===== config.mk =====
export PLATFORM = sky130hd
export DESIGN_NAME = msi_product_data_capability_header_regs
export DESIGN_NICKNAME = d
export VERILOG_FILES = /design/src/mvcr_pkg.sv /design/src/msi_product_data_capability_header_regs.sv /design/src/mvcr_eeprom_seq.sv
export VERILOG_INCLUDE_DIRS = /design/src
export SDC_FILE = /design/constraint.sdc
export NUM_CORES = 1
export LEC_CHECK = 0
export BUFFER_PORTS_ARGS = -buffer_cell sky130_fd_sc_hd__buf_2
export CORE_ASPECT_RATIO = 1.4
export CORE_UTILIZATION = 48
export CTS_BUF_LIST = sky130_fd_sc_hd__clkbuf_2 sky130_fd_sc_hd__clkbuf_4 sky130_fd_sc_hd__clkbuf_8
export DETAILED_ROUTE_END_ITERATION = 7
export GPL_ROUTABILITY_DRIVEN = 0
export PLACE_DENSITY = 0.69
export SYNTH_ARGS = -nofsm -noshare
export SYNTH_HDL_FRONTEND = slang
export SYNTH_HIERARCHICAL = 1
export SYNTH_SLANG_ARGS = --single-unit
export TNS_END_PERCENT = 30

===== constraint.sdc =====
create_clock -name mclk -period 3.2 [get_ports mclk]
set_input_delay 0.48 -clock mclk [delete_from_list [all_inputs] [get_ports mclk]]
set_output_delay 0.48 -clock mclk [all_outputs]
set_load 0.05 [all_outputs]

===== src/mvcr_defines.svh =====
// Purpose: Offsets, fields, reset values and timing counts of the capability registers
// Assumes: 32-bit word registers at byte offsets
// Notes: Included by the package, the register bank and the EEPROM sequencer
`ifndef MVCR_DEFINES_SVH
`define MVCR_DEFINES_SVH

`define MVCR_OFF_MSG_CTRL 8'h4C
`define MVCR_OFF_MSG_ADDR 8'h50
`define MVCR_OFF_MSG_UPPER 8'h54
`define MVCR_OFF_MSG_DATA 8'h58
`define MVCR_OFF_PD_CMD 8'h5C
`define MVCR_OFF_PD_WORD 8'h60
`define MVCR_OFF_VEND_HDR 8'h64
`define MVCR_OFF_TEST0 8'h68
`define MVCR_OFF_IRQ_STATUS 8'h80
`define MVCR_OFF_IRQ_MASK 8'h84

`define MVCR_MSI_CAP_ID 8'h05
`define MVCR_MSI_NEXT_PTR 8'h64
`define MVCR_PD_CAP_ID 8'h03
`define MVCR_PD_NEXT_PTR 8'h64
`define MVCR_VEND_CAP_ID 8'h09
`define MVCR_VEND_NEXT_PTR 8'hB0
`define MVCR_VEND_LENGTH 16'h0034
`define MVCR_TEST0_RESET 32'h04001060

`define MVCR_BIT_MSI_EN 16
`define MVCR_BIT_ADDR64 23
`define MVCR_BIT_PD_FLAG 31
`define MVCR_PD_ADDR_HI 23
`define MVCR_PD_ADDR_LO 18
`define MVCR_MME_HI 22
`define MVCR_MME_LO 20

`define MVCR_IRQ_BITS 2
`define MVCR_IRQ_PD_DONE 0
`define MVCR_IRQ_MSG_SENT 1

`define MVCR_CLK_MHZ 100
`define MVCR_PD_CYCLE_NS 80
`define MVCR_PD_CYCLES ((`MVCR_PD_CYCLE_NS * `MVCR_CLK_MHZ + 999) / 1000)

`endif


===== src/mvcr_pkg.sv =====
// Purpose: Types shared by the capability register bank
// Assumes: Constants come from mvcr_defines.svh
// Notes: None
`include "mvcr_defines.svh"
package mvcr_pkg;

  typedef enum logic [1:0] {
    MVCR_IDLE = 2'b00,
    MVCR_BUSY = 2'b01,
    MVCR_DONE = 2'b10
  } mvcr_state_e;

  typedef struct packed {
    logic [31:0] addrLow;
    logic [31:0] addrHigh;
    logic wide;
    logic [15:0] payload;
  } mvcr_msg_s;

  typedef struct packed {
    logic write;
    logic [5:0] addr;
    logic [31:0] data;
  } mvcr_pd_req_s;

endpackage : mvcr_pkg


===== src/msi_product_data_capability_header_regs.sv =====
// Purpose: Message interrupt, product data and vendor capability registers of a switch port
// Assumes: Single clock mclk, plain register port, EEPROM handshake on same clock
// Notes: Interrupt event is a one-cycle pulse from port logic
//
// How it works
// RL1 - Message enable permits message writes, blocks legacy pin; resets to zero
// RL2 - Wide address capable bit is read-only and reads one
// RL3 - Message address bits 31:2 hold aligned target; low bits read zero
// RL4 - Upper address used only when wide addressing is advertised
// RL5 - Product data header low byte reads 03h
// RL6 - Product data header next pointer reads 64h
// RL7 - Six-bit table word address in bits 23:18, resets to zero
// RL8 - Writing flag zero starts a read; flag set when read completes
// RL9 - Writing flag one starts a write; flag cleared when write completes
// RL10 - Data register returns last word written to it or fetched from the table
// RL11 - Written data word is stored by the following write operation
// RL12 - Vendor header low byte reads 09h
// RL13 - Vendor header next pointer reads B0h
// RL14 - Vendor length field in bits 31:16 reads 0034h
// RL15 - Message capability header low byte reads 05h
// RL16 - On an event with messaging on, issue write of address and payload
// RL17 - Software loads data before write and polls flag between accesses
//
// Implementation choice: the plain strobed port.
`timescale 1ns/1ps
`default_nettype none
`include "mvcr_defines.svh"
module msi_product_data_capability_header_regs (
  input wire logic mclk,
  input wire logic reset_n,
  input wire logic [7:0] regAddr,
  input wire logic [31:0] regWrData,
  input wire logic regWrite,
  input wire logic regRead,
  output logic [31:0] regRdData,
  input wire logic serviceEvent,
  output logic msgWriteValid,
  output mvcr_pkg::mvcr_msg_s msgWrite,
  output logic legacyIntActive,
  output logic irq,
  output logic eeReq,
  output mvcr_pkg::mvcr_pd_req_s eeCmd,
  input wire logic eeDone,
  input wire logic [31:0] eeReadData
);

  logic msgEnable;
  logic [2:0] multiMsgEnable;
  logic [29:0] msgAddr;
  logic [31:0] msgUpper;
  logic [15:0] msgPayload;
  logic [5:0] pdAddr;
  logic pdFlag;
  logic [31:0] pdWrWord;
  logic [31:0] testWord0;
  logic [`MVCR_IRQ_BITS-1:0] irqStatus;
  logic [`MVCR_IRQ_BITS-1:0] irqMask;
  logic [`MVCR_IRQ_BITS-1:0] irqEvent;
  logic pdStart;
  logic pdBusy;
  logic pdFinish;
  logic [31:0] pdRdWord;
  logic legacyPending;
  logic [31:0] next_rdData;
  mvcr_pkg::mvcr_pd_req_s pdReq;

  logic wrCtrl;
  logic wrCmd;
  assign wrCtrl = regWrite && (regAddr == `MVCR_OFF_MSG_CTRL);
  assign wrCmd = regWrite && (regAddr == `MVCR_OFF_PD_CMD);

  ////////////////////////////////////////////////////////////////////////////
  // Message interrupt registers
  always_ff @(posedge mclk or negedge reset_n) begin
    if (!reset_n) begin
      msgEnable <= 1'b0; // RL1
      multiMsgEnable <= 3'h0;
      msgAddr <= 30'h00000000;
      msgUpper <= 32'h00000000;
      msgPayload <= 16'h0000;
    end else if (regWrite) begin
      if (wrCtrl) begin
        msgEnable <= regWrData[`MVCR_BIT_MSI_EN]; // RL1
        multiMsgEnable <= regWrData[`MVCR_MME_HI:`MVCR_MME_LO];
      end
      if (regAddr == `MVCR_OFF_MSG_ADDR) begin
        msgAddr <= regWrData[31:2]; // RL3
      end
      if (regAddr == `MVCR_OFF_MSG_UPPER) begin
        msgUpper <= regWrData;
      end
      if (regAddr == `MVCR_OFF_MSG_DATA) begin
        msgPayload <= regWrData[15:0];
      end
    end
  end

  ////////////////////////////////////////////////////////////////////////////
  // Message write and legacy pin
  always_ff @(posedge mclk or negedge reset_n) begin
    if (!reset_n) begin
      msgWriteValid <= 1'b0;
      msgWrite <= '0;
    end else begin
      msgWriteValid <= serviceEvent && msgEnable; // RL16
      if (serviceEvent && msgEnable) begin
        msgWrite.addrLow <= {msgAddr, 2'b00}; // RL3
        msgWrite.wide <= 1'b1; // RL4
        msgWrite.addrHigh <= msgUpper; // RL4
        msgWrite.payload <= msgPayload; // RL16
      end
    end
  end

  always_ff @(posedge mclk or negedge reset_n) begin
    if (!reset_n) begin
      legacyPending <= 1'b0;
      legacyIntActive <= 1'b0;
    end else begin
      if (msgEnable) begin
        legacyPending <= 1'b0; // RL1
      end else if (serviceEvent) begin
        legacyPending <= 1'b1;
      end else if (wrCtrl) begin
        legacyPending <= 1'b0;
      end
      legacyIntActive <= legacyPending && !msgEnable; // RL1
    end
  end

  ////////////////////////////////////////////////////////////////////////////
  // Product data command and data
  assign pdStart = wrCmd && !pdBusy;
  assign pdReq.write = regWrData[`MVCR_BIT_PD_FLAG];
  assign pdReq.addr = regWrData[`MVCR_PD_ADDR_HI:`MVCR_PD_ADDR_LO];
  assign pdReq.data = pdWrWord; // RL11

  always_ff @(posedge mclk or negedge reset_n) begin
    if (!reset_n) begin
      pdAddr <= 6'h00; // RL7
      pdFlag <= 1'b0;
    end else if (pdStart) begin
      pdAddr <= regWrData[`MVCR_PD_ADDR_HI:`MVCR_PD_ADDR_LO]; // RL7
      pdFlag <= regWrData[`MVCR_BIT_PD_FLAG]; // RL8
    end else if (pdFinish) begin
      pdFlag <= !pdFlag; // RL9
    end
  end

  always_ff @(posedge mclk or negedge reset_n) begin
    if (!reset_n) begin
      pdWrWord <= 32'h00000000;
    end else if (regWrite && (regAddr == `MVCR_OFF_PD_WORD) && !pdBusy) begin
      pdWrWord <= regWrData; // RL11 RL17
    end else if (pdFinish && !pdFlag) begin
      pdWrWord <= pdRdWord; // RL10
    end
  end

  mvcr_eeprom_seq u_seq (
    .mclk(mclk),
    .reset_n(reset_n),
    .start(pdStart),
    .req(pdReq),
    .busy(pdBusy),
    .finish(pdFinish),
    .readWord(pdRdWord),
    .eeReq(eeReq),
    .eeCmd(eeCmd),
    .eeDone(eeDone),
    .eeReadData(eeReadData)
  );

  ////////////////////////////////////////////////////////////////////////////
  // Test word
  always_ff @(posedge mclk or negedge reset_n) begin
    if (!reset_n) begin
      testWord0 <= `MVCR_TEST0_RESET;
    end else if (regWrite && (regAddr == `MVCR_OFF_TEST0)) begin
      testWord0 <= regWrData;
    end
  end

  ////////////////////////////////////////////////////////////////////////////
  // Interrupt status and mask
  assign irqEvent[`MVCR_IRQ_PD_DONE] = pdFinish;
  assign irqEvent[`MVCR_IRQ_MSG_SENT] = serviceEvent && msgEnable;

  genvar gi;
  generate
    for (gi = 0; gi < `MVCR_IRQ_BITS; gi = gi + 1) begin : g_irq
      always_ff @(posedge mclk or negedge reset_n) begin
        if (!reset_n) begin
          irqStatus[gi] <= 1'b0;
        end else if (irqEvent[gi]) begin
          irqStatus[gi] <= 1'b1;
        end else if (regWrite && (regAddr == `MVCR_OFF_IRQ_STATUS) && regWrData[gi]) begin
          irqStatus[gi] <= 1'b0;
        end
      end
    end
  endgenerate

  always_ff @(posedge mclk or negedge reset_n) begin
    if (!reset_n) begin
      irqMask <= '0;
    end else if (regWrite && (regAddr == `MVCR_OFF_IRQ_MASK)) begin
      irqMask <= regWrData[`MVCR_IRQ_BITS-1:0];
    end
  end

  always_ff @(posedge mclk or negedge reset_n) begin
    if (!reset_n) begin
      irq <= 1'b0;
    end else begin
      irq <= |((irqStatus | irqEvent) & irqMask);
    end
  end

  ////////////////////////////////////////////////////////////////////////////
  // Read multiplexer
  always_comb begin
    next_rdData = 32'h00000000;
    case (regAddr)
      `MVCR_OFF_MSG_CTRL: begin
        next_rdData[7:0] = `MVCR_MSI_CAP_ID; // RL15
        next_rdData[15:8] = `MVCR_MSI_NEXT_PTR;
        next_rdData[`MVCR_BIT_MSI_EN] = msgEnable;
        next_rdData[`MVCR_MME_HI:`MVCR_MME_LO] = multiMsgEnable;
        next_rdData[`MVCR_BIT_ADDR64] = 1'b1; // RL2
      end
      `MVCR_OFF_MSG_ADDR: next_rdData = {msgAddr, 2'b00}; // RL3
      `MVCR_OFF_MSG_UPPER: next_rdData = msgUpper;
      `MVCR_OFF_MSG_DATA: next_rdData[15:0] = msgPayload;
      `MVCR_OFF_PD_CMD: begin
        next_rdData[7:0] = `MVCR_PD_CAP_ID; // RL5
        next_rdData[15:8] = `MVCR_PD_NEXT_PTR; // RL6
        next_rdData[`MVCR_PD_ADDR_HI:`MVCR_PD_ADDR_LO] = pdAddr; // RL7
        next_rdData[`MVCR_BIT_PD_FLAG] = pdFlag; // RL8 RL9
      end
      `MVCR_OFF_PD_WORD: next_rdData = pdWrWord; // RL10
      `MVCR_OFF_VEND_HDR: begin
        next_rdData[7:0] = `MVCR_VEND_CAP_ID; // RL12
        next_rdData[15:8] = `MVCR_VEND_NEXT_PTR; // RL13
        next_rdData[31:16] = `MVCR_VEND_LENGTH; // RL14
      end
      `MVCR_OFF_TEST0: next_rdData = testWord0;
      `MVCR_OFF_IRQ_STATUS: next_rdData[`MVCR_IRQ_BITS-1:0] = irqStatus;
      `MVCR_OFF_IRQ_MASK: next_rdData[`MVCR_IRQ_BITS-1:0] = irqMask;
      default: next_rdData = 32'h00000000;
    endcase
  end

  always_ff @(posedge mclk or negedge reset_n) begin
    if (!reset_n) begin
      regRdData <= 32'h00000000;
    end else if (regRead) begin
      regRdData <= next_rdData;
    end else begin
      regRdData <= 32'h00000000;
    end
  end

endmodule : msi_product_data_capability_header_regs
`default_nettype wire


===== src/mvcr_eeprom_seq.sv =====
// Purpose: Sequences one product data table access toward the EEPROM
// Assumes: EEPROM answers with done and read data on the same clock
// Notes: Busy from start until the cycle after done is seen
`timescale 1ns/1ps
`default_nettype none
`include "mvcr_defines.svh"
module mvcr_eeprom_seq (
  input wire logic mclk,
  input wire logic reset_n,
  input wire logic start,
  input wire mvcr_pkg::mvcr_pd_req_s req,
  output logic busy,
  output logic finish,
  output logic [31:0] readWord,
  output logic eeReq,
  output mvcr_pkg::mvcr_pd_req_s eeCmd,
  input wire logic eeDone,
  input wire logic [31:0] eeReadData
);

  mvcr_pkg::mvcr_state_e state;

  ////////////////////////////////////////////////////////////////////////////
  // Access sequencing
  always_ff @(posedge mclk or negedge reset_n) begin
    if (!reset_n) begin
      state <= mvcr_pkg::MVCR_IDLE;
      eeReq <= 1'b0;
      eeCmd <= '0;
      finish <= 1'b0;
      readWord <= 32'h00000000;
    end else begin
      finish <= 1'b0;
      case (state)
        mvcr_pkg::MVCR_IDLE: begin
          if (start) begin
            eeCmd <= req;
            eeReq <= 1'b1;
            state <= mvcr_pkg::MVCR_BUSY;
          end
        end
        mvcr_pkg::MVCR_BUSY: begin
          if (eeDone) begin
            eeReq <= 1'b0;
            if (!eeCmd.write) begin
              readWord <= eeReadData;
            end
            state <= mvcr_pkg::MVCR_DONE;
          end
        end
        mvcr_pkg::MVCR_DONE: begin
          finish <= 1'b1;
          state <= mvcr_pkg::MVCR_IDLE;
        end
        default: begin
          state <= mvcr_pkg::MVCR_IDLE;
        end
      endcase
    end
  end

  assign busy = (state != mvcr_pkg::MVCR_IDLE);

endmodule : mvcr_eeprom_seq
`default_nettype wire


Word level (Yosys, flattened, before mapping)
Index checks and enable logic that the tools add are counted.
- equal/unequal tests: 14
- mux-type cells: 27
- bitwise operators: 3
- reduce and logical (&&, ||, !) cells: 34
- operator list (operator ; number):
    $pmux W14 S8 ; 1
    $mux W32 ; 3
    $eq A8 B7 Y1 const B ; 8
    $pmux W4 S7 ; 1
    $pmux W7 S4 ; 1
    $eq A8 B8 Y1 const B ; 2
    $pmux W2 S8 ; 1
    $logic_and A1 B1 Y1 ; 13
    $mux W1 ; 12
    $pmux W2 S6 ; 1
    $reduce_and A2 Y1 ; 6
    $reduce_bool A2 Y1 ; 6
    $pmux W1 S5 ; 2
    $reduce_and A3 Y1 ; 2
    $mux W2 ; 2
    $ne A2 B2 Y1 const B ; 2
    $pmux W1 S4 ; 1
    $pmux W2 S2 ; 1
    $reduce_or A2 Y1 ; 2
    $logic_not A1 Y1 ; 3
    $reduce_bool A3 Y1 ; 1
    $and A2 B2 Y2 ; 1
    $eq A2 B1 Y1 const B ; 1
    $eq A2 B2 Y1 const B ; 1
    other kinds (4) ; 4
- register bits: 347
- bits of input ports: 78
- output and inout port bits: 156

Longest topological paths before layout
Gate-level depths: netlist (run 1).
- depth in word-level cells: 5
- gate-level depth with buffers: 9
- mapped depth without buffers: 6

Cells and area by module
Netlist (run 1), hierarchy kept.
- modules (own cells, without submodules) (module ; times used ; cells an instance ; area an instance (µm²) ; seq. area each (µm²)):
    msi_product_data_capability_header_regs ; 1 ; 842 ; 11447.2 ; 6811.5
    mvcr_eeprom_seq ; 1 ; 166 ; 2964.1 ; 1876.8

Least setup slack after synthesis (run 1)
Ideal clock, no wire load.
- kind: input to register
- from: input regAddr[5]
- to: register, netlist name u_seq/eeCmd[32]
- setup time: 0.125 ns
- arrival time: 2.455 ns
- data required time: 3.075 ns
- setup slack: 0.620 ns
- stages: 9
- path through: buf_2 and4bb_2 buf_2 nand3_1 inv_1 nor3b_2 buf_2 buf_4 mux2_2
- longest elaborated chain between the ends: 4
- RTL lines (what ; RTL line ; text):
    start, declared ; msi_product_data_capability_header_regs.sv:31 ; input wire logic [7:0] regAddr,
    $eq A8 B7 Y1 ; n/a ;
    $logic_and A1 B1 Y1 ; msi_product_data_capability_header_regs.sv:70 ; assign wrCmd = regWrite && (regAddr == `MVCR_OFF_PD_CMD);
    $logic_and A1 B1 Y1 ; msi_product_data_capability_header_regs.sv:133 ; assign pdStart = wrCmd && !pdBusy;
    named net pdStart ; msi_product_data_capability_header_regs.sv:59 ; logic pdStart;
    $reduce_and A2 Y1 (no line) ; n/a ;
The timed path passes the listed nets, and every way through them passes these cells.
A chain may end at the register's enable or synchronous reset.

Worst setup path after layout (run 1)
- from: register u_seq.state[1]
- to: register, netlist name u_seq/eeCmd[16]
- longest elaborated chain between the ends: 4
- elaborated cells on any way between the ends: 5
- those cells by class: reduce/logical: 5
- RTL lines (what ; RTL line ; text):
    start, declared ; mvcr_eeprom_seq.sv:21 ; mvcr_pkg::mvcr_state_e state;
    start signal, assigned ; mvcr_eeprom_seq.sv:27 ; state <= mvcr_pkg::MVCR_IDLE;
    start signal, assigned ; mvcr_eeprom_seq.sv:39 ; state <= mvcr_pkg::MVCR_BUSY;
    start signal, assigned ; mvcr_eeprom_seq.sv:48 ; state <= mvcr_pkg::MVCR_DONE;
    $reduce_bool A2 Y1 ; mvcr_eeprom_seq.sv:62 ; assign busy = (state != mvcr_pkg::MVCR_IDLE);
    named net pdBusy ; msi_product_data_capability_header_regs.sv:60 ; logic pdBusy;
    $logic_not A1 Y1 ; msi_product_data_capability_header_regs.sv:133 ;
    $logic_and A1 B1 Y1 ; msi_product_data_capability_header_regs.sv:133 ;
    named net pdStart ; msi_product_data_capability_header_regs.sv:59 ;
    $reduce_and A2 Y1 (no line) ; n/a ;
The timed path passes the listed nets, and every way through them passes these cells.

==> flow_summary.ini, run 1 <==
[synth]
seq_area_frac_synth = 0.603
ys_seq_elements = 347
synthCells = 1008
synthFlopType = dfrtp_1
synth_top_area_cell = dfrtp_1
synth_most_common_cell = dfrtp_1
ys_types = 59
yosysWarnings = 6
avgSynthCellArea_um2 = 14.3
synth_area_leaders = dfrtp_1, mux2_2, mux2_4
synth_top_area_share = 0.596
netlist_top_cells_count = dfrtp_1, mux2_2, nand2_1, buf_2
syn_area_mm2 = 0.0144
synth_enable_flop_cells = 0
async_reset_ff_frac = 1.00

[power_and_ir_drop]
combPwrFrac = 0.092
sw_frac_of_total = 0.252
cellInternalPower_w = 0.00726
p_clk_frac = 0.417
p_leak_nw = 9.01
netSwitchingPower_w = 0.00245
seq_power_share = 0.491
power.density_mw_per_mm2 = 562
ir_drop_mv = 0.351

[timing]
finalCritPeriodShare = 0.766
slew_viol_final = 0
setup_tns_ns = 0
setup-violations-final = 0
period_needed_ns = 2.45
max_freq_ghz = 0.408
tightest_slew_ns = 0.904
slew_headroom = 0.397
hold_viol_final = 0
rsz0062_at_grt = false
fin_skew_ns = 0.0282

[die]
die_w_um = 148
io_pins = 234
die-area_mm2 = 0.0307
die_h_um = 207
core_area_mm2 = 0.0294
row_count = 74
start_util = 0.491

[detailed_routing]
route.detailed.drc = 0
wl_um = 37100
drtPass1Iterations = 5
vias = 9472
ant_nets = 0
wl_per_cell_um = 22.0
dr.first_iter.drc_count = 559
routed_via_density = 5.62

[worst_setup_path]
r2r_cells = 8
cp_max_fo = 27
reg2reg_from = u_seq/state[1]
start_kind = flip-flop
r2r_end = u_seq/eeCmd[16]
crit_required_ns = 3.69
endpoint_kind = flip-flop
critPathLaunch = u_seq/state[1]
crit_end = u_seq/eeCmd[16]
criticalPathCategory = reg2reg
rrSetupSlack_ns = 0.75
cp.arrival_ns = 2.94

[clock_network]
clkTransAtPathRegs_ns = 0.06
cts_buffers = 54
root_buffer = clkbuf_8
postCtsSetupBuffers = 0
clkLatencyLatePin_ns = 0.60
cts_tree = built
cts.sinks = 347
cts-resized-gates = 0
htreeDepth = 2
cts_buffer_depth = 3
hold_buffers = 1

[final_layout]
design_area_mm2 = 0.0173
area_growth_pct = 19.9
nNetsFinal = 1338
fillers = 2385
drive_gt1_frac = 0.497

[place]
port_buffers = 231
place_area_mm2 = 0.0160
hpwl_um = 24700

[global_route]
grt_max_degree = 97
antenna_found_initial = 3
grt_pass1_vias = 9973
grt_pass1_wl_um = 58100
overflow = 0
track_usage = 0.247

[run]
cap_violations = 0

[run_status]
status = finished, final reports clean

[worst_hold_path]
hold_path.class = in2reg
sequential cells by signal, indices dropped and copies added, names as in the netlist, 30 cells and up:
register / flops
pdWrWord: 32
msgWrite: 79
testWord0: 32
msgAddr: 30
u_seq/eeCmd: 39
msgUpper: 32
regRdData: 32
u_seq/readWord: 32
per-stage QoR:
step            util  hold slack, ns  std cells  total power (W)  setup WS [ns]
5_1_grt        0.589          0.0809       1685           0.0101          0.640
6_report       0.589           0.105       1685          0.00971          0.748
2_1_floorplan      -           0.184       1009          0.00536          0.620
3_3_place_gp   0.547           0.447       1583          0.00572          0.545
3_5_place_dp   0.547           0.448       1583          0.00574          0.489
4_1_cts        0.588          0.0664       1683          0.00980          0.753
power groups by stage:
stage	combinational [W]	sequential [W]	clock, W
CTS	0.000903	0.00477	0.00413
detailed placement	0.000900	0.00484	0
floorplan	0.000290	0.00507	0
finish	0.000891	0.00477	0.00405
global placement	0.000882	0.00484	0
global route	0.000957	0.00479	0.00433
cells by family (layout without fill, tap and decap cells):
family | count (synthesis) | in the layout | synth area share
AO/OA/AOI/OAI | 155 | 155 | 0.0770
AND/OR/NAND/NOR | 124 | 124 | 0.0471
multiplexers | 307 | 307 | 0.245
flip-flops | 347 | 347 | 0.603
adder cells (fa/ha/maj) | 1 | 1 | 0.000695
buffers and inverters | 73 | 367 | 0.0273
other | 1 | 4 | 0.000260
critical path, stage by stage, from the launching register on:
cell     delay (ns)
dfrtp_1        0.45
or2_2          0.32
nor2b_1        0.15
nand3_1        0.09
buf_4          0.19
inv_1          0.10
nor3b_4        0.21
buf_4          0.38
mux2_2         0.39
worst min-delay path by stage:
| stage | startpoint | to | slack [ns] | depth (start not counted) |
|---|---|---|---|---|
| 2_1_floorplan | reset_n | irq | 0.18 | 0 |
| 3_3_place_gp | msgWrite[16] | msgWrite[16] | 0.45 | 1 |
| 5_1_grt | eeReadData[24] | u_seq/readWord[24] | 0.08 | 2 |
| 3_5_place_dp | msgWrite[16] | msgWrite[16] | 0.45 | 1 |
| 6_report | eeReadData[17] | u_seq/readWord[17] | 0.11 | 2 |
| 4_1_cts | eeReadData[11] | u_seq/readWord[11] | 0.07 | 2 |
placed cells by master, fill, tap and decap left out, drive strengths merged, types with 4 or more instances in the layout:
| master | count |
|---|---|
| a21oi | 22 |
| a221o | 4 |
| a222oi | 15 |
| a22o | 29 |
| a22oi | 17 |
| a31oi | 5 |
| and2 | 6 |
| buf | 262 |
| clkbuf | 94 |
| dfrtp | 343 |
| dfstp | 4 |
| inv | 5 |
| mux2 | 273 |
| mux2i | 34 |
| nand2 | 58 |
| nand2b | 6 |
| nand3 | 7 |
| nor2 | 20 |
| nor2b | 6 |
| o21ai | 39 |
per-layer routing:
metal | wire [um] | vias up | GRT usage | part of all wire
li1 | - | 4189 | - | -
met1 | 14900 | 4851 | 0.315 | 0.40
met2 | 18800 | 345 | 0.411 | 0.51
met3 | 2120 | 85 | 0.0456 | 0.057
met4 | 1280 | 2 | 0.105 | 0.035
met5 | 15 | - | 0 | 0.00040
cell type report:
| class | instances | area (um2) | area share |
|---|---|---|---|
| inverter | 5 | 18.8 | 0.00109 |
| multi-input combinational | 589 | 5380 | 0.311 |
| tap | 380 | 475 | 0.0275 |
| clock buffer | 94 | 1160 | 0.0673 |
| antenna | 2 | 5.00 | 0.000290 |
| sequential | 347 | 8690 | 0.503 |
| clock inverter | 5 | 52.6 | 0.00304 |
| timing repair buffer | 263 | 1500 | 0.0866 |
No activity file was read; power rests on OpenSTA's default activity.
==> inputs of run 2 (changes only) <==
--- a/config.mk
+++ b/config.mk
@@ -12,7 +12,7 @@
 export CTS_BUF_LIST = sky130_fd_sc_hd__clkbuf_2 sky130_fd_sc_hd__clkbuf_4 sky130_fd_sc_hd__clkbuf_8
 export DETAILED_ROUTE_END_ITERATION = 7
 export GPL_ROUTABILITY_DRIVEN = 0
-export PLACE_DENSITY = 0.69
+export PLACE_DENSITY = 0.71
 export SYNTH_ARGS = -nofsm -noshare
 export SYNTH_HDL_FRONTEND = slang
 export SYNTH_HIERARCHICAL = 1
==> constraint.sdc (replaced) <==
create_clock -name mclk -period 2 [get_ports mclk]
set_input_delay 0.3 -clock mclk [delete_from_list [all_inputs] [get_ports mclk]]
set_output_delay 0.3 -clock mclk [all_outputs]
set_load 0.05 [all_outputs]
==> run 2 against run 1 <==
Against the previous run:
- global-route usage increased by 1.6 points
- non-clock buffer count increased by 119
- die area unchanged
- hold slack improved by 0.075 ns
- sequential share of layout area decreased by 3.4 points
- maximum frequency increased by 26%
- largest power group unchanged
- combinational power increased by 80%
- critical endpoint is now u_seq/eeCmd[0]
- clock skew increased by 0.0065 ns
- cell count increased by 6.9%
==> flow_summary.ini, run 2 (synthesis gave the netlist of run 1 again) <==
[run_status]
status = finished, final reports clean

[detailed_routing]
wl_per_cell_um = 22.2
vias = 10045
wl_met2_um = 20300
routed_via_density = 5.58
dr.first_iter.drc_count = 638
top_layer = met4
met1Wirelength_um = 15800
ant_nets = 0
route.detailed.drc = 0
route.met3.wl_um = 2370
drtPass1Iterations = 5
wl_um = 39900

[power_and_ir_drop]
power.density_mw_per_mm2 = 833
p_clk_frac = 0.401
cellInternalPower_w = 0.0114
seq_power_share = 0.495
p_leak_nw = 9.59
ir_drop_mv = 0.471
sw_frac_of_total = 0.259
netSwitchingPower_w = 0.00399
p_total_w = 0.0154
combPwrFrac = 0.104

[timing]
finalCritPeriodShare = 0.977
setup-violations-final = 0
slew_headroom = 0.449
slew_viol_final = 0
hold_viol_final = 0
rsz0062_at_grt = true
max_freq_ghz = 0.512
period_needed_ns = 1.95
fin_skew_ns = 0.0347
fin_hold_ws_ns = 0.180
tightest_slew_ns = 0.826

[global_route]
grt_pass1_wl_um = 61400
overflow = 0
track_usage = 0.264
grt_pass1_vias = 10659
grt_max_degree = 81
antenna_found_initial = 0

[final_layout]
drive_gt1_frac = 0.493
regMostFlops = msgWrite
final_common_cell = dfrtp_1
fillers = 2191
top_regs = msgWrite (79), u_seq/eeCmd (39)
design_area_mm2 = 0.0185
area_growth_pct = 28.5
nNetsFinal = 1455
largest_register_ffs = 79
final_cell_mix = dfrtp_1, buf_2, mux2_2, clkbuf_8, dlygate4sd3_1

[worst_setup_path]
r2r_cells = 8
cp.arrival_ns = 2.43
reg2reg_from = u_seq/state[0]
cp_max_fo = 6
criticalPathCategory = reg2reg
endpoint_kind = flip-flop
r2r_end = u_seq/eeCmd[0]
rrSetupSlack_ns = 0.05
crit_required_ns = 2.48
start_kind = flip-flop

[place]
place_area_mm2 = 0.0166
port_buffers = 231
hpwl_um = 26500

[clock_network]
cts_buffer_depth = 3
root_buffer = clkbuf_8
cts.sinks = 347
cts_buffers = 52
clkTransAtPathRegs_ns = 0.06
cts_tree = built
clkLatencyLatePin_ns = 0.62
htreeDepth = 2

[worst_hold_path]
hold_path.class = in2async

[die]
io_pins = 234
die-area_mm2 = 0.0307
die_h_um = 207
die_w_um = 148
row_count = 74
core_area_mm2 = 0.0294
start_util = 0.491

[run]
cap_violations = 0
## run 2: power groups by stage
stage / sequential (W) / clock [W] / combinational, W
finish: 0.00763 / 0.00619 / 0.00160
global route: 0.00767 / 0.00664 / 0.00172
CTS: 0.00763 / 0.00633 / 0.00161
detailed placement: 0.00775 / 0 / 0.00150
global placement: 0.00774 / 0 / 0.00147
floorplan: 0.00811 / 0 / 0.000480
## run 2: metal layers
layer / vias up / track usage
met2: 374 / 0.447
met3: 90 / 0.0452
met4: 0 / 0.116
met5: - / 0
li1: 4420 / -
met1: 5161 / 0.328
## run 2: per-stage QoR
stage | std cells | utilization | TNS, ns | worst slack [ns]
floorplan | 1009 | - | -0.191 | -0.0191
global placement | 1629 | 0.564 | -0.188 | -0.0176
detailed placement | 1629 | 0.564 | -1.25 | -0.0682
CTS | 1796 | 0.628 | 0 | 0.0281
global route | 1799 | 0.631 | -0.138 | -0.0208
finish | 1801 | 0.631 | 0 | 0.0466
## run 2: worst max path at each step
stage / slack [ns] / to / startpoint
after floorplan: -0.02 / u_seq/eeCmd[26] / regAddr[5]
after global placement: -0.02 / u_seq/eeCmd[15] / regAddr[1]
after detailed placement: -0.07 / u_seq/eeCmd[16] / regAddr[1]
after CTS: 0.03 / u_seq/eeCmd[25] / u_seq/state[1]
after global routing: -0.02 / u_seq/eeCmd[20] / u_seq/state[0]
final: 0.05 / u_seq/eeCmd[0] / u_seq/state[0]
## run 2: what timing repair did
item,CTS,global route
buffers inserted,2,1
cloned,1,2
endpoints found under the hold margin,320,0
hold buffers,68,0
pin swaps,0,1
setup endpoints to repair,1,39
resized for setup,3,5
## run 2: layout make-up
| cell class | instances | area [um2] | area share |
|---|---|---|---|
| antenna | 2 | 5.00 | 0.000270 |
| clock buffer | 87 | 1090 | 0.0589 |
| clock inverter | 9 | 57.6 | 0.00311 |
| inverter | 5 | 18.8 | 0.00101 |
| multi-input combinational | 589 | 5440 | 0.294 |
| sequential | 347 | 8690 | 0.469 |
| tap | 380 | 475 | 0.0257 |
| timing repair buffer | 382 | 2740 | 0.148 |
## run 2: critical path, cell delays in order (launching register included)
cell and delay (ns):
dfrtp_1 0.38, or2_4 0.26, nor2b_4 0.14, nand3_4 0.08, inv_2 0.07, nor3b_4 0.22, buf_6 0.19, clkbuf_16 0.18
mux2_2 0.33
==> inputs of run 3 (changes only) <==
--- a/config.mk
+++ b/config.mk
@@ -12,7 +12,8 @@
 export CTS_BUF_LIST = sky130_fd_sc_hd__clkbuf_2 sky130_fd_sc_hd__clkbuf_4 sky130_fd_sc_hd__clkbuf_8
 export DETAILED_ROUTE_END_ITERATION = 7
 export GPL_ROUTABILITY_DRIVEN = 0
-export PLACE_DENSITY = 0.71
+export GPL_TIMING_DRIVEN = 0
+export PLACE_DENSITY = 0.69
 export SYNTH_ARGS = -nofsm -noshare
 export SYNTH_HDL_FRONTEND = slang
 export SYNTH_HIERARCHICAL = 1
==> constraint.sdc (replaced) <==
create_clock -name mclk -period 1.9 [get_ports mclk]
set_input_delay 0.285 -clock mclk [delete_from_list [all_inputs] [get_ports mclk]]
set_output_delay 0.285 -clock mclk [all_outputs]
set_load 0.05 [all_outputs]
==> run 3 against run 2 <==
Against the previous run:
- the flow now finishes with violations (setup timing)
- register-to-register slack got worse by 0.19 ns
- critical path depth is 1 higher
- sequential share of layout area rose by 0.52 points
- via count increased by 1.2%
- core utilization fell by 0.67 points
- cell count down 0.67%
- die area unchanged
- combinational power rose by 6%
- clock power fell by 1%
- largest cell class unchanged
- flip-flop and latch count stayed put
- design area decreased by 1.1%
- critical endpoint is now u_seq/eeCmd[32]
==> flow_summary.ini, run 3 (synthesis gave the netlist of run 1 again) <==
[run_status]
status = finished with violations
violations = setup timing

[timing]
tightest_slew_ns = 0.948
setup-violations-final = 40
hold_viol_final = 0
max_freq_ghz = 0.488
finalWorstSetupSlack_ns = -0.147
period_needed_ns = 2.05
slew_viol_final = 0
finalCritPeriodShare = 1.08
fin_hold_ws_ns = 0.0204
rsz0062_at_grt = true
slew_headroom = 0.368
fin_skew_ns = 0.0181

[worst_setup_path]
reg2reg_from = u_seq/state[0]
cp_max_fo = 5
cp.arrival_ns = 2.52
critPathLaunch = u_seq/state[0]
start_kind = flip-flop
crit_required_ns = 2.37
criticalPathCategory = reg2reg
endpoint_kind = flip-flop
rrSetupSlack_ns = -0.15

[power_and_ir_drop]
cellInternalPower_w = 0.0117
p_clk_frac = 0.386
seq_power_share = 0.508
power.density_mw_per_mm2 = 864
p_leak_nw = 9.44
netSwitchingPower_w = 0.00418
sw_frac_of_total = 0.264
ir_drop_mv = 0.644
combPwrFrac = 0.107

[final_layout]
top_regs = msgWrite (79), u_seq/eeCmd (39)
area_growth_pct = 27.2
final_core_util = 0.624
drive_gt1_frac = 0.480
nNetsFinal = 1451
insertedDiodeCount = 0
design_area_mm2 = 0.0183
final_common_cell = dfrtp_1
final_cells = 1789
largest_register_ffs = 79
regMostFlops = msgWrite
final_cell_mix = dfrtp_1, buf_2, mux2_2, mux2_4, dlygate4sd3_1

[clock_network]
cts_tree = built
cts_buffer_depth = 3
htreeDepth = 2
clkTransAtPathRegs_ns = 0.07
root_buffer = clkbuf_8
clkLatencyLatePin_ns = 0.60
cts_buffers = 51
cts.sinks = 347

[place]
hpwl_um = 28500
port_buffers = 228
place_inst = 1620
place_area_mm2 = 0.0162

[worst_hold_path]
hold_path.class = in2reg
hp-start = regWrData[18]

[detailed_routing]
wl_per_cell_um = 23.9
wl_um = 42800
dr.first_iter.drc_count = 602
drtPass1Iterations = 6
vias = 10162
ant_nets = 0
route.detailed.drc = 0
routed_via_density = 5.68

[global_route]
antenna_found_initial = 0
track_usage = 0.281
overflow = 0
grt_pass1_vias = 10456
grt_pass1_wl_um = 63900
grt_max_degree = 124

[die]
row_count = 74
die_h_um = 207
die-area_mm2 = 0.0307
die_w_um = 148
io_pins = 234
start_util = 0.491
core_area_mm2 = 0.0294

[run]
cap_violations = 0
-- run 3: final cells by class --
cell class	count	area, um2
Buffer	68	509
Clock buffer	79	975
Tap cell	380	475
Multi-Input combinational cell	589	5510
Fill cell	2296	11000
Inverter	5	18.8
Timing Repair Buffer	311	2090
Clock inverter	10	57.6
Sequential cell	347	8690
-- run 3: critical path, stage by stage, from the launching register on --
cell and delay (ns):
dfrtp_2 0.41, or2_4 0.26, nor2b_4 0.14, nand3_4 0.08, inv_2 0.06, nor3b_4 0.22, buf_12 0.15, buf_12 0.13
buf_12 0.14, mux2_4 0.30
-- run 3: stage by stage --
| step | setup TNS [ns] | total power (W) | worst slack [ns] |
|---|---|---|---|
| after global placement | -2159.47 | 0.00964 | -6.04 |
| after global routing | -7.06 | 0.0164 | -0.193 |
| after detailed placement | -86.97 | 0.00971 | -0.843 |
| after floorplan | -2.48 | 0.00904 | -0.104 |
| after CTS | -3.23 | 0.0159 | -0.108 |
| final | -4.74 | 0.0158 | -0.147 |
-- run 3: worst paths after layout --
check                             endpoint  cells past startpoint
max reg2reg                u_seq/eeCmd[32]                      9
max                        u_seq/eeCmd[32]                      9
max in group asynchronous  u_seq/eeCmd[14]                      4
min                            msgAddr[16]                      2
min reg2reg                   msgWrite[16]                      1
min in group asynchronous     msgWrite[16]                      2
-- run 3: timing repair --
| action | CTS | global route |
|---|---|---|
| cloned | 3 | 0 |
| pin swaps | 0 | 1 |
| setup endpoints to repair | 160 | 76 |
| setup buffers | 9 | 2 |
| hold buffers | 66 | 0 |
| endpoints found under the hold margin | 263 | 0 |
| gates resized for setup | 53 | 31 |
-- run 3: layer usage --
layer	GRT usage	up-vias	part of all wire
met5	0	-	0
met4	0.132	0	0.041
met3	0.0456	106	0.062
met2	0.477	429	0.50
met1	0.347	5234	0.39
li1	-	4393	-
-- run 3: power by group through the flow --
stage | Clock, W | Combinational [W] | Sequential, W
floorplan | 0 | 0.000505 | 0.00854
global placement | 0 | 0.00149 | 0.00815
detailed placement | 0 | 0.00155 | 0.00816
CTS | 0.00619 | 0.00168 | 0.00803
global route | 0.00654 | 0.00179 | 0.00807
finish | 0.00611 | 0.00169 | 0.00804
